--- config.mk ---
export PLATFORM = sky130hd
export DESIGN_NAME = plc_port_ctrl
export DESIGN_NICKNAME = d
export VERILOG_FILES = /design/src/design/plc_pkg.sv /design/src/design/plc_alarm_gen.sv /design/src/design/plc_port_ctrl.sv /design/src/design/plc_rise_det.sv
export VERILOG_INCLUDE_DIRS = /design/src /design/src/design
export SDC_FILE = /design/constraint.sdc
export NUM_CORES = 1
export LEC_CHECK = 0
export BUFFER_PORTS_ARGS = -buffer_cell sky130_fd_sc_hd__buf_2
export CORE_MARGIN = 2
export CORE_UTILIZATION = 30
export DETAILED_ROUTE_END_ITERATION = 10
export MAX_ROUTING_LAYER = met4
export PLACE_DENSITY = 0.58
export SLEW_MARGIN = 20
export SYNTH_ARGS = -nofsm -noshare
export SYNTH_HDL_FRONTEND = slang
export SYNTH_SLANG_ARGS = --single-unit
--- constraint.sdc ---
create_clock -name I_MCLK -period 2.3 [get_ports I_MCLK]
set_input_delay 0.46 -clock I_MCLK [delete_from_list [all_inputs] [get_ports I_MCLK]]
set_output_delay 0.46 -clock I_MCLK [all_outputs]
set_load 0.05 [all_outputs]
--- src/design/plc_params.svh ---
// Contract
// - Alarm select chooses automatic, ones, alarm, none.
// - DS3 framing sends framed alarm, else ones.
// - Selected alarm overrides framer, even in loopback.
// - Tester enable runs tester, else clocks stopped.
// - Receive data always reaches the cell processor.
// - Link controllers follow PLCP select in PLCP.
// - Port strobe rising edge injects errors.
// - Error source picks port or global strobe.
// - Latch source picks port or global strobe.
// - Latch rising edge captures counts, restarts counters.
// - Latch done clears when strobe returns low.
// - Power-down stops port clocks; reads one.
// - Datapath reset forces defaults, held 100ns.
// - Port reset forces all but itself, 100ns.
// - Effective reset ORs bit, global, pin.
// - Output enable low forces line pins low.
// - Verify count six or eight cells.
// - Line code unipolar, zero-suppressed or AMI.
// - Delineator location chosen only in PLCP modes.
// - Cell or packet select in packet bus.
// - Six-bit framing mode resets to DS3 C-bit.
// - Framing mode encoding with two reserved codes.
`ifndef PLC_PARAMS_SVH
`define PLC_PARAMS_SVH

`define PLC_IDX_ALARM_RESET 10'h040
`define PLC_IDX_LINE_MODE 10'h042
`define PLC_IDX_STATUS 10'h052
`define PLC_CR1_MASK 16'hffdf
`define PLC_CR1_RESET 16'h0006
`define PLC_CR2_MASK 16'h8cff
`define PLC_CR2_RESET 16'h0000
`define PLC_ALARM_SEL_LSB 10
`define PLC_TESTER_EN_BIT 9
`define PLC_LINK_SRC_BIT 8
`define PLC_ERR_STROBE_BIT 7
`define PLC_ERR_SRC_BIT 6
`define PLC_LATCH_SRC_BIT 4
`define PLC_LATCH_STROBE_BIT 3
`define PLC_POWER_DOWN_BIT 2
`define PLC_DP_RESET_BIT 1
`define PLC_PORT_RESET_BIT 0
`define PLC_TX_EN_BIT 15
`define PLC_VERIFY8_BIT 11
`define PLC_UNIPOLAR_BIT 10
`define PLC_DELIN_LOC_BIT 7
`define PLC_CELL_SEL_BIT 6
`define PLC_ALARM_AUTO 2'h0
`define PLC_ALARM_ONES 2'h1
`define PLC_ALARM_SEND 2'h2
`define PLC_VERIFY_SIX 4'h6
`define PLC_VERIFY_EIGHT 4'h8
`define PLC_FM_DS3_CBIT 6'h00
`define PLC_FM_DS3_M23 6'h08
`define PLC_FM_E3_G751 6'h10
`define PLC_FM_RSVD_A 6'h1c
`define PLC_FM_RSVD_B 6'h1d
`define PLC_RESET_HOLD_NS 100
`define PLC_MCLK_PERIOD_NS 25
`define PLC_RESET_HOLD_CYC ((`PLC_RESET_HOLD_NS + `PLC_MCLK_PERIOD_NS - 1) / `PLC_MCLK_PERIOD_NS)

`endif

--- src/design/plc_pkg.sv ---
package plc_pkg;

    typedef enum logic [1:0] {
        PLC_CODE_ZS = 2'h0,
        PLC_CODE_AMI = 2'h1,
        PLC_CODE_UNI = 2'h3
    } plc_line_code_t;

    typedef struct packed {
        logic port_clk_en;
        logic tester_clk_en;
        logic payload_from_tester;
        logic rx_to_processor;
        logic link_ctrl_plcp;
        logic delineate_in_plcp;
        logic cell_processing;
        logic plcp_mode;
        logic datapath_reset;
        logic port_reset;
        logic [3:0] verify_count;
        plc_line_code_t line_code;
        logic [5:0] framing_mode;
        logic framing_reserved;
    } plc_ctrl_t;

    typedef struct packed {
        logic clk;
        logic pos;
        logic neg;
    } plc_line_t;

endpackage

--- src/design/plc_alarm_gen.sv ---
`timescale 1ns/1ps
`default_nettype none

// Produces the alarm bit stream. The framed pattern carries alternating
// ones and zeros in payload slots and the framer's own overhead bits in
// overhead slots; the unframed pattern is all ones.
module plc_alarm_gen (
    input wire logic i_clk,
    input wire logic i_rst,
    input wire logic i_advance,
    input wire logic i_framed,
    input wire logic i_oh_slot,
    input wire logic i_oh_bit,
    output logic o_bit
);
    logic phase_q;

    always_ff @(posedge i_clk)
    begin
        if (i_rst)
            phase_q <= 1'b1;
        else if (i_advance && !i_oh_slot)
            phase_q <= ~phase_q;
    end

    assign o_bit = !i_framed ? 1'b1 : (i_oh_slot ? i_oh_bit : phase_q);
endmodule

`default_nettype wire

--- src/design/plc_port_ctrl.sv ---
// Implementation choice: the Wishbone register port.
`timescale 1ns/1ps
`default_nettype none
`include "plc_params.svh"

module plc_port_ctrl
    import plc_pkg::*;
(
    input wire logic I_MCLK,
    input wire logic I_RESET,
    input wire logic I_WB_CYC,
    input wire logic I_WB_STB,
    input wire logic I_WB_WE,
    input wire logic [11:0] I_WB_ADR,
    input wire logic [31:0] I_WB_DAT,
    input wire logic [3:0] I_WB_SEL,
    output logic [31:0] O_WB_DAT,
    output logic O_WB_ACK,
    input wire logic I_HW_RESET_N,
    input wire logic I_GLOBAL_RESET,
    input wire logic I_GLOBAL_ERR_STROBE,
    input wire logic I_GLOBAL_LATCH_STROBE,
    input wire logic [2:0] I_LOOPBACK_MODE_FIELD,
    input wire logic I_TX_ZERO_SUPPRESS_DISABLE,
    input wire logic I_RX_ZERO_SUPPRESS_DISABLE,
    input wire logic I_PACKET_BUS_MODE,
    input wire logic I_COUNTS_CAPTURED,
    input wire plc_line_t I_FRAMER_LINE,
    input wire logic I_FRAMER_OH_SLOT,
    output plc_ctrl_t O_CTRL,
    output plc_line_t O_TX_LINE,
    output logic O_ERROR_INSERT,
    output logic O_COUNTER_LATCH
);
    logic [15:0] cr1_q;
    logic [15:0] cr2_q;
    logic hw_rst_n_meta_q;
    logic hw_rst_n_sync_q;
    logic eff_reset;
    logic [3:0] dp_hold_q;
    logic dp_reset;
    logic latch_done_q;
    logic [31:0] rdata_d;
    logic [31:0] rdata_q;
    logic ack_q;
    logic req;
    logic [9:0] idx;
    logic wr_cr1;
    logic wr_cr2;
    logic [15:0] wmask;
    logic [1:0] alarm_sel;
    logic diag_loopback;
    logic [5:0] fm;
    logic plcp_mode;
    logic ds3_framed;
    logic alarm_on;
    logic alarm_bit;
    logic err_src_level;
    logic err_rise;
    logic latch_src_level;
    logic latch_rise;
    logic ami_pol_q;
    plc_ctrl_t ctrl_d;
    plc_ctrl_t ctrl_q;
    plc_line_t line_d;
    plc_line_t line_q;

    // Hardware reset pin comes from outside the clock domain.
    always_ff @(posedge I_MCLK)
    begin
        if (I_RESET)
        begin
            hw_rst_n_meta_q <= 1'b0;
            hw_rst_n_sync_q <= 1'b0;
        end
        else
        begin
            hw_rst_n_meta_q <= I_HW_RESET_N;
            hw_rst_n_sync_q <= hw_rst_n_meta_q;
        end
    end

    assign eff_reset = I_RESET | cr1_q[`PLC_PORT_RESET_BIT] | I_GLOBAL_RESET | ~hw_rst_n_sync_q;

    // Classic Wishbone slave: one wait cycle, ack drops after one cycle.
    assign req = I_WB_CYC & I_WB_STB & ~ack_q;
    assign idx = I_WB_ADR[11:2];
    assign wmask = {{8{I_WB_SEL[1]}}, {8{I_WB_SEL[0]}}};
    assign wr_cr1 = req & I_WB_WE & (idx == `PLC_IDX_ALARM_RESET);
    assign wr_cr2 = req & I_WB_WE & (idx == `PLC_IDX_LINE_MODE);

    always_ff @(posedge I_MCLK)
    begin
        if (I_RESET)
            ack_q <= 1'b0;
        else
            ack_q <= req;
    end

    // The port reset bit has its own reset term: it is not cleared by itself.
    always_ff @(posedge I_MCLK)
    begin
        if (I_RESET || I_GLOBAL_RESET || !hw_rst_n_sync_q)
            cr1_q[`PLC_PORT_RESET_BIT] <= 1'b0;
        else if (wr_cr1 && I_WB_SEL[0])
            cr1_q[`PLC_PORT_RESET_BIT] <= I_WB_DAT[`PLC_PORT_RESET_BIT];
        if (eff_reset)
            cr1_q[15:1] <= 15'(`PLC_CR1_RESET >> 1);
        else if (wr_cr1)
            cr1_q[15:1] <= ((cr1_q[15:1] & ~wmask[15:1]) | (I_WB_DAT[15:1] & wmask[15:1]))
                & 15'(`PLC_CR1_MASK >> 1);
    end

    always_ff @(posedge I_MCLK)
    begin
        if (eff_reset)
            cr2_q <= `PLC_CR2_RESET;
        else if (wr_cr2)
            cr2_q <= ((cr2_q & ~wmask) | (I_WB_DAT[15:0] & wmask)) & `PLC_CR2_MASK;
    end

    // Datapath reset lasts at least the minimum hold after the bit clears.
    always_ff @(posedge I_MCLK)
    begin
        if (eff_reset || cr1_q[`PLC_DP_RESET_BIT])
            dp_hold_q <= 4'(`PLC_RESET_HOLD_CYC);
        else if (dp_hold_q != 4'h0)
            dp_hold_q <= dp_hold_q - 4'h1;
    end

    assign dp_reset = eff_reset | cr1_q[`PLC_DP_RESET_BIT] | (dp_hold_q != 4'h0);

    // Strobe source selection and edge detection.
    assign err_src_level = cr1_q[`PLC_ERR_SRC_BIT] ? I_GLOBAL_ERR_STROBE : cr1_q[`PLC_ERR_STROBE_BIT];
    assign latch_src_level = cr1_q[`PLC_LATCH_SRC_BIT] ? I_GLOBAL_LATCH_STROBE
        : cr1_q[`PLC_LATCH_STROBE_BIT];

    plc_rise_det #(.RESET_LEVEL(1'b0)) u_err_rise (
        .i_clk(I_MCLK),
        .i_rst(eff_reset),
        .i_level(err_src_level),
        .o_rise(err_rise)
    );

    plc_rise_det #(.RESET_LEVEL(1'b0)) u_latch_rise (
        .i_clk(I_MCLK),
        .i_rst(eff_reset),
        .i_level(latch_src_level),
        .o_rise(latch_rise)
    );

    always_ff @(posedge I_MCLK)
    begin
        if (eff_reset || cr1_q[`PLC_POWER_DOWN_BIT])
        begin
            O_ERROR_INSERT <= 1'b0;
            O_COUNTER_LATCH <= 1'b0;
        end
        else
        begin
            O_ERROR_INSERT <= err_rise;
            O_COUNTER_LATCH <= latch_rise;
        end
    end

    // Latch done sets once counters report capture while the port strobe is selected and high; while the strobe is low the clear wins.
    always_ff @(posedge I_MCLK)
    begin
        if (eff_reset)
            latch_done_q <= 1'b0;
        else if (I_COUNTS_CAPTURED && !cr1_q[`PLC_LATCH_SRC_BIT] && cr1_q[`PLC_LATCH_STROBE_BIT])
            latch_done_q <= 1'b1;
        else if (!cr1_q[`PLC_LATCH_STROBE_BIT])
            latch_done_q <= 1'b0;
    end

    // Mode decode.
    assign fm = cr2_q[5:0];
    assign plcp_mode = ~fm[5] & fm[2] & ~fm[1];
    assign ds3_framed = ~fm[5] & ~fm[4];
    assign diag_loopback = I_LOOPBACK_MODE_FIELD[2];
    assign alarm_sel = cr1_q[`PLC_ALARM_SEL_LSB +: 2];

    always_comb
    begin
        case (alarm_sel)
            `PLC_ALARM_AUTO: alarm_on = diag_loopback;
            `PLC_ALARM_ONES: alarm_on = 1'b1;
            `PLC_ALARM_SEND: alarm_on = 1'b1;
            default: alarm_on = 1'b0;
        endcase
    end

    plc_alarm_gen u_alarm (
        .i_clk(I_MCLK),
        .i_rst(dp_reset),
        .i_advance(I_FRAMER_LINE.clk & ~line_q.clk),
        .i_framed(ds3_framed && alarm_sel != `PLC_ALARM_ONES),
        .i_oh_slot(I_FRAMER_OH_SLOT),
        .i_oh_bit(I_FRAMER_LINE.pos),
        .o_bit(alarm_bit)
    );

    always_comb
    begin
        ctrl_d = '0;
        ctrl_d.port_clk_en = ~cr1_q[`PLC_POWER_DOWN_BIT];
        ctrl_d.tester_clk_en = cr1_q[`PLC_TESTER_EN_BIT] & ~cr1_q[`PLC_POWER_DOWN_BIT];
        ctrl_d.payload_from_tester = cr1_q[`PLC_TESTER_EN_BIT];
        ctrl_d.rx_to_processor = 1'b1;
        ctrl_d.link_ctrl_plcp = plcp_mode & cr1_q[`PLC_LINK_SRC_BIT];
        ctrl_d.delineate_in_plcp = plcp_mode & cr2_q[`PLC_DELIN_LOC_BIT];
        ctrl_d.cell_processing = I_PACKET_BUS_MODE ? (plcp_mode | cr2_q[`PLC_CELL_SEL_BIT]) : 1'b1;
        ctrl_d.plcp_mode = plcp_mode;
        ctrl_d.datapath_reset = dp_reset;
        ctrl_d.port_reset = eff_reset;
        ctrl_d.verify_count = cr2_q[`PLC_VERIFY8_BIT] ? `PLC_VERIFY_EIGHT : `PLC_VERIFY_SIX;
        if (cr2_q[`PLC_UNIPOLAR_BIT])
            ctrl_d.line_code = PLC_CODE_UNI;
        else if (I_TX_ZERO_SUPPRESS_DISABLE & I_RX_ZERO_SUPPRESS_DISABLE)
            ctrl_d.line_code = PLC_CODE_AMI;
        else
            ctrl_d.line_code = PLC_CODE_ZS;
        ctrl_d.framing_mode = fm;
        ctrl_d.framing_reserved = (fm == `PLC_FM_RSVD_A) || (fm == `PLC_FM_RSVD_B);
    end

    always_ff @(posedge I_MCLK)
    begin
        if (I_RESET)
            ctrl_q <= '0;
        else
            ctrl_q <= ctrl_d;
    end

    assign O_CTRL = ctrl_q;

    // Alarm marks alternate polarity unless the line is unipolar.
    always_ff @(posedge I_MCLK)
    begin
        if (dp_reset)
            ami_pol_q <= 1'b0;
        else if (alarm_on && alarm_bit && I_FRAMER_LINE.clk && !line_q.clk)
            ami_pol_q <= ~ami_pol_q;
    end

    always_comb
    begin
        line_d.clk = I_FRAMER_LINE.clk;
        if (alarm_on)
        begin
            line_d.pos = alarm_bit & (cr2_q[`PLC_UNIPOLAR_BIT] | ~ami_pol_q);
            line_d.neg = alarm_bit & ~cr2_q[`PLC_UNIPOLAR_BIT] & ami_pol_q;
        end
        else
        begin
            line_d.pos = I_FRAMER_LINE.pos;
            line_d.neg = I_FRAMER_LINE.neg;
        end
        if (!cr2_q[`PLC_TX_EN_BIT] || cr1_q[`PLC_POWER_DOWN_BIT])
            line_d = '0;
    end

    always_ff @(posedge I_MCLK)
    begin
        if (dp_reset)
            line_q <= '0;
        else
            line_q <= line_d;
    end

    assign O_TX_LINE = line_q;

    always_comb
    begin
        rdata_d = 32'h0000_0000;
        case (idx)
            `PLC_IDX_ALARM_RESET: rdata_d[15:0] = cr1_q;
            `PLC_IDX_LINE_MODE: rdata_d[15:0] = cr2_q;
            `PLC_IDX_STATUS: rdata_d[3:0] = {dp_reset, plcp_mode, eff_reset, latch_done_q};
            default: rdata_d = 32'h0000_0000;
        endcase
    end

    always_ff @(posedge I_MCLK)
    begin
        if (I_RESET)
            rdata_q <= 32'h0000_0000;
        else if (req && !I_WB_WE)
            rdata_q <= rdata_d;
    end

    assign O_WB_DAT = rdata_q;
    assign O_WB_ACK = ack_q;

    property p_tx_gate;
        @(posedge I_MCLK) disable iff (I_RESET)
        !cr2_q[`PLC_TX_EN_BIT] |=> (O_TX_LINE == '0);
    endproperty
    a_tx_gate: assert property (p_tx_gate) else $error("line pins not low while disabled");

    property p_eff_reset;
        @(posedge I_MCLK) disable iff (I_RESET)
        (I_GLOBAL_RESET || cr1_q[`PLC_PORT_RESET_BIT]) |=> (cr1_q[2:1] == 2'h3 && cr2_q == 16'h0000);
    endproperty
    a_eff_reset: assert property (p_eff_reset) else $error("port reset left controls set");

    property p_dp_hold;
        @(posedge I_MCLK) disable iff (I_RESET)
        $fell(cr1_q[`PLC_DP_RESET_BIT]) && !eff_reset |-> dp_reset [*4];
    endproperty
    a_dp_hold: assert property (p_dp_hold) else $error("datapath reset shorter than 100ns");

    property p_err_port;
        @(posedge I_MCLK) disable iff (I_RESET)
        !eff_reset && !cr1_q[`PLC_POWER_DOWN_BIT] && !cr1_q[`PLC_ERR_SRC_BIT]
            && $rose(cr1_q[`PLC_ERR_STROBE_BIT]) |=> O_ERROR_INSERT;
    endproperty
    a_err_port: assert property (p_err_port) else $error("error strobe edge not injected");

    property p_err_global;
        @(posedge I_MCLK) disable iff (I_RESET)
        O_ERROR_INSERT |-> $past(cr1_q[`PLC_ERR_SRC_BIT] ? I_GLOBAL_ERR_STROBE : cr1_q[`PLC_ERR_STROBE_BIT])
            && (!$past(err_src_level, 2) || $past(eff_reset, 2));
    endproperty
    a_err_global: assert property (p_err_global) else $error("error insert from wrong source");

    property p_latch;
        @(posedge I_MCLK) disable iff (I_RESET)
        !eff_reset && !cr1_q[`PLC_POWER_DOWN_BIT] && latch_rise |=> O_COUNTER_LATCH;
    endproperty
    a_latch: assert property (p_latch) else $error("counter latch pulse missing");

    property p_latch_done_clear;
        @(posedge I_MCLK) disable iff (I_RESET)
        !cr1_q[`PLC_LATCH_STROBE_BIT] && !I_COUNTS_CAPTURED |=> !latch_done_q;
    endproperty
    a_latch_done_clear: assert property (p_latch_done_clear) else $error("latch done not cleared");

    property p_alarm_ones;
        @(posedge I_MCLK) disable iff (I_RESET)
        alarm_sel == `PLC_ALARM_ONES && cr2_q[`PLC_TX_EN_BIT] && cr2_q[`PLC_UNIPOLAR_BIT]
            && !cr1_q[`PLC_POWER_DOWN_BIT] && !dp_reset |=> O_TX_LINE.pos && !O_TX_LINE.neg;
    endproperty
    a_alarm_ones: assert property (p_alarm_ones) else $error("all ones not sent");

    property p_verify;
        @(posedge I_MCLK) disable iff (I_RESET)
        !I_RESET |=> O_CTRL.verify_count == ($past(cr2_q[`PLC_VERIFY8_BIT]) ? 4'h8 : 4'h6);
    endproperty
    a_verify: assert property (p_verify) else $error("verify count wrong");

    property p_link_src;
        @(posedge I_MCLK) disable iff (I_RESET)
        !plcp_mode |=> !O_CTRL.link_ctrl_plcp && !O_CTRL.delineate_in_plcp;
    endproperty
    a_link_src: assert property (p_link_src) else $error("PLCP routing outside PLCP mode");

    property p_tester;
        @(posedge I_MCLK) disable iff (I_RESET)
        !I_RESET && !cr1_q[`PLC_TESTER_EN_BIT] |=> !O_CTRL.tester_clk_en && O_CTRL.rx_to_processor;
    endproperty
    a_tester: assert property (p_tester) else $error("tester clocks running while disabled");
endmodule

`default_nettype wire

--- src/design/plc_rise_det.sv ---
`timescale 1ns/1ps
`default_nettype none

// Turns a level into a one-cycle pulse on its low-to-high transition.
module plc_rise_det #(
    parameter bit RESET_LEVEL = 1'b0
) (
    input wire logic i_clk,
    input wire logic i_rst,
    input wire logic i_level,
    output logic o_rise
);
    logic level_q;

    always_ff @(posedge i_clk)
    begin
        if (i_rst)
            level_q <= RESET_LEVEL;
        else
            level_q <= i_level;
    end

    assign o_rise = i_level & ~level_q;
endmodule

`default_nettype wire

==> implementation parameters <==
Parameter                              Value

STA
  Final setup violation count    0
  Worst Skew    0.0143 ns
  Final number of hold-violating endpoints    0
  Timing-limited maximum frequency    542 MHz
  Post-route fraction of the period consumed by the critical path    80.3%
  RSZ-0062 raised after global routing    false
  Worst Hold Slack    0.287 ns
  Final critical path time including I/O delays and setup    1.85 ns
  Max-slew violation count    0
  Total Negative Setup Slacks    0 ns

Finish
  Fraction of layout instances using a drive strength above 1    30.3%
  Area grow syn2layout    25.3%
  Multi-input gate area    1470 sq um
  Final nets    514
  Number of fill cells in the layout    1072
  Antenna Diode Count    0
  Storage element area    1600 sq um
  Cell area after layout    4070 sq um

Place
  Placed inst area    3840 sq um
  Port Buf Inserts    89
  Half-perimeter wire length after placement    5900 microns
  Routability-driven placement congestion ratio    0.765

Yosys
  Number of enable flip-flop cells after synthesis    0
  Distinct cell type count of the synthesized netlist    41
  Flip-flop cell with the highest count after synthesis    sky130_fd_sc_hd__dfxtp_1
  Library cell occupying the most area in the post-synthesis netlist    sky130_fd_sc_hd__dfxtp_1
  Syn_area_per_cell    9.39 sq um
  Async SR Flop Fraction    0%
  Area share of the largest cell type after synthesis    49.3%
  Fraction of the yosys area taken by sequential cells    49.3%
  Ranking of synthesized cells by instance count    80 x sky130_fd_sc_hd__dfxtp_1, 41 x sky130_fd_sc_hd__nor2_1, 34 x sky130_fd_sc_hd__nand2_1
  Cell count after synthesis    346
  Yosys synthesis warning count    0
  Top cells by area in the synthesized netlist    sky130_fd_sc_hd__dfxtp_1 49%, sky130_fd_sc_hd__mux2i_1 9.5%, sky130_fd_sc_hd__nor2_1 4.7%
  Flop and latch count out of synthesis    80
  Top-count cell post-synth    sky130_fd_sc_hd__dfxtp_1
  Netlist Area Pre-Place    3250 sq um

Drt
  Via count    2620
  DRC violations left    0
  Aggregate routed wire length    8080 microns
  ANT nets after route    0
  Starting DRT DRC Count    83
  Mean routed wirelength per cell    13.9 microns
  DRT Pass-1 Iters    5
  Ratio of routed vias to standard cells    4.50

Critical path
  Element type at the critical path end    flop
  Kind of start point of the critical path    input port
  Start-to-end type of the worst setup path    in -> reg
  Endpoint arrival time on the critical path    2.11 ns
  Data required time of the worst path    2.56 ns
  Largest driver fanout on the critical path    8

GRT
  Overflow after GRT    0
  Largest net degree at the start of global routing    24
  Global-route wire length before repair    12900 microns
  Vias in the first global route    2540
  Antenna violations before repair    0
  Tot GR Track Use    15.0%

Clock network
  Clock tree from TritonCTS    built
  # resized after CTS    0
  Insertion delay of the later-clocked pin in the worst-skew pair    0.36 ns
  Buffer cell driving the clock tree root    sky130_fd_sc_hd__clkbuf_8
  Number of sinks on the clock net    80
  Number of hold-repair buffers added at the cts stage    0
  H-tree lvl count    3
  Clock-pin slew on the worst setup and hold paths    0.10 ns
  Post-CTS Setup Inserts    0
  Largest buffer count on any clock path    2
  Inserted Clock Buffers    9

Job
  Max-cap check violation count    0

Status
  Outcome    completed

Pwr
  Largest vdd supply drop    0.000338 V
  Standby leakage power    1.69 nW
  Power density of the placed cells    704 nW/um^2

Floorplanning
  Starting density of the core    31.2%
  Placeable core area    10400 sq um
  Total Die Area    11700 sq um
  Chip height    108 microns
  Number of placement rows    37
  Ports placed on the boundary    129
  Die span in x    108 microns

Hold path
  Worst min-delay path class    in -> reg
==> final cells by class <==
| type | count | share of cell area, % |
|---|---|---|
| repair buffers | 102 | 13.6 |
| flip-flops and latches | 80 | 39.3 |
| inverters | 10 | 0.922 |
| well taps | 136 | 4.18 |
| clock buffers | 9 | 3.04 |
| clock inverters | 7 | 2.67 |
| multi-input cells | 238 | 36.2 |
==> path summary, 6_finish.rpt <==
path | start | to | slack [ns] | cells after the start
hold reg to reg | u_latch_rise.level_q | O_COUNTER_LATCH | 0.40 | 1
setup reg to reg | dp_hold_q[0] | O_WB_DAT[3] | 0.63 | 6
setup / recovery | I_WB_ADR[9] | flop | 0.45 | 6
hold / removal | I_PACKET_BUS_MODE | O_CTRL[16] | 0.29 | 2
==> critical path: stages <==
cell and delay (ns):
sky130_fd_sc_hd__buf_2 0.09, sky130_fd_sc_hd__or4b_1 0.73, sky130_fd_sc_hd__nor4_4 0.37, sky130_fd_sc_hd__buf_12 0.18, sky130_fd_sc_hd__mux2i_1 0.23, sky130_fd_sc_hd__nor2_2 0.04
==> placed cells by master (no fill, tap or decap), types with 2 or more instances in the layout <==
master                      count
sky130_fd_sc_hd__a211oi_1       2
sky130_fd_sc_hd__a21oi_1       17
sky130_fd_sc_hd__a221oi_1       6
sky130_fd_sc_hd__a31oi_1        2
sky130_fd_sc_hd__and2_1         4
sky130_fd_sc_hd__and3_1         2
sky130_fd_sc_hd__buf_2         89
sky130_fd_sc_hd__buf_4         12
sky130_fd_sc_hd__bufinv_16      2
sky130_fd_sc_hd__clkbuf_8       9
sky130_fd_sc_hd__conb_1        17
sky130_fd_sc_hd__dfxtp_1       80
sky130_fd_sc_hd__ha_1           5
sky130_fd_sc_hd__inv_1         10
sky130_fd_sc_hd__inv_6          2
sky130_fd_sc_hd__inv_8          2
sky130_fd_sc_hd__mux2i_1       31
sky130_fd_sc_hd__nand2_1       34
sky130_fd_sc_hd__nand2b_1       4
sky130_fd_sc_hd__nand3_1       10
sky130_fd_sc_hd__nand4b_1       2
sky130_fd_sc_hd__nor2_1        41
sky130_fd_sc_hd__nor2_2         8
sky130_fd_sc_hd__nor2b_1       12
sky130_fd_sc_hd__nor3_1         3
sky130_fd_sc_hd__nor3b_1        3
sky130_fd_sc_hd__nor4_1         2
sky130_fd_sc_hd__nor4_4         3
sky130_fd_sc_hd__o21ai_0       13
sky130_fd_sc_hd__or3_1          3
sky130_fd_sc_hd__xnor2_1        2
==> per-layer routing <==
layer | global-route usage, % | wire length [microns] | vias to the layer above
met5 | - | 0 | -
met4 | 5.31 | 100 | 0
met3 | 3.56 | 565 | 8
met2 | 23.4 | 3630 | 98
met1 | 19.1 | 3780 | 1192
li1 | - | - | 1322
==> where the power goes <==
group | switching [W] | total (W) | internal [W]
sequential | 0.00000590 | 0.00140 | 0.00140
combinational | 0.000175 | 0.000235 | 0.0000603
clock | 0.000593 | 0.00123 | 0.000636
==> logic make-up after synthesis <==
logic type	synth area share, %
other	0.115
adder cells (fa/ha/maj)	1.93
multiplexers	9.55
flip-flops	49.3
buffers and inverters	7.78
AO/OA/AOI/OAI	7.82
AND/OR/NAND/NOR	23.0
XOR/XNOR	0.539
==> metrics by stage <==
step                setup slack, ns  util (%)  power [W]  instances
global placement             0.0963      36.9    0.00167        566
floorplan                     0.164         -    0.00162        362
finish                        0.454      39.1    0.00287        582
detailed placement           0.0594      36.9    0.00167        566
CTS                           0.459      39.1    0.00290        582
global route                  0.365      39.1    0.00298        582
(Power assumes the default switching activity.)
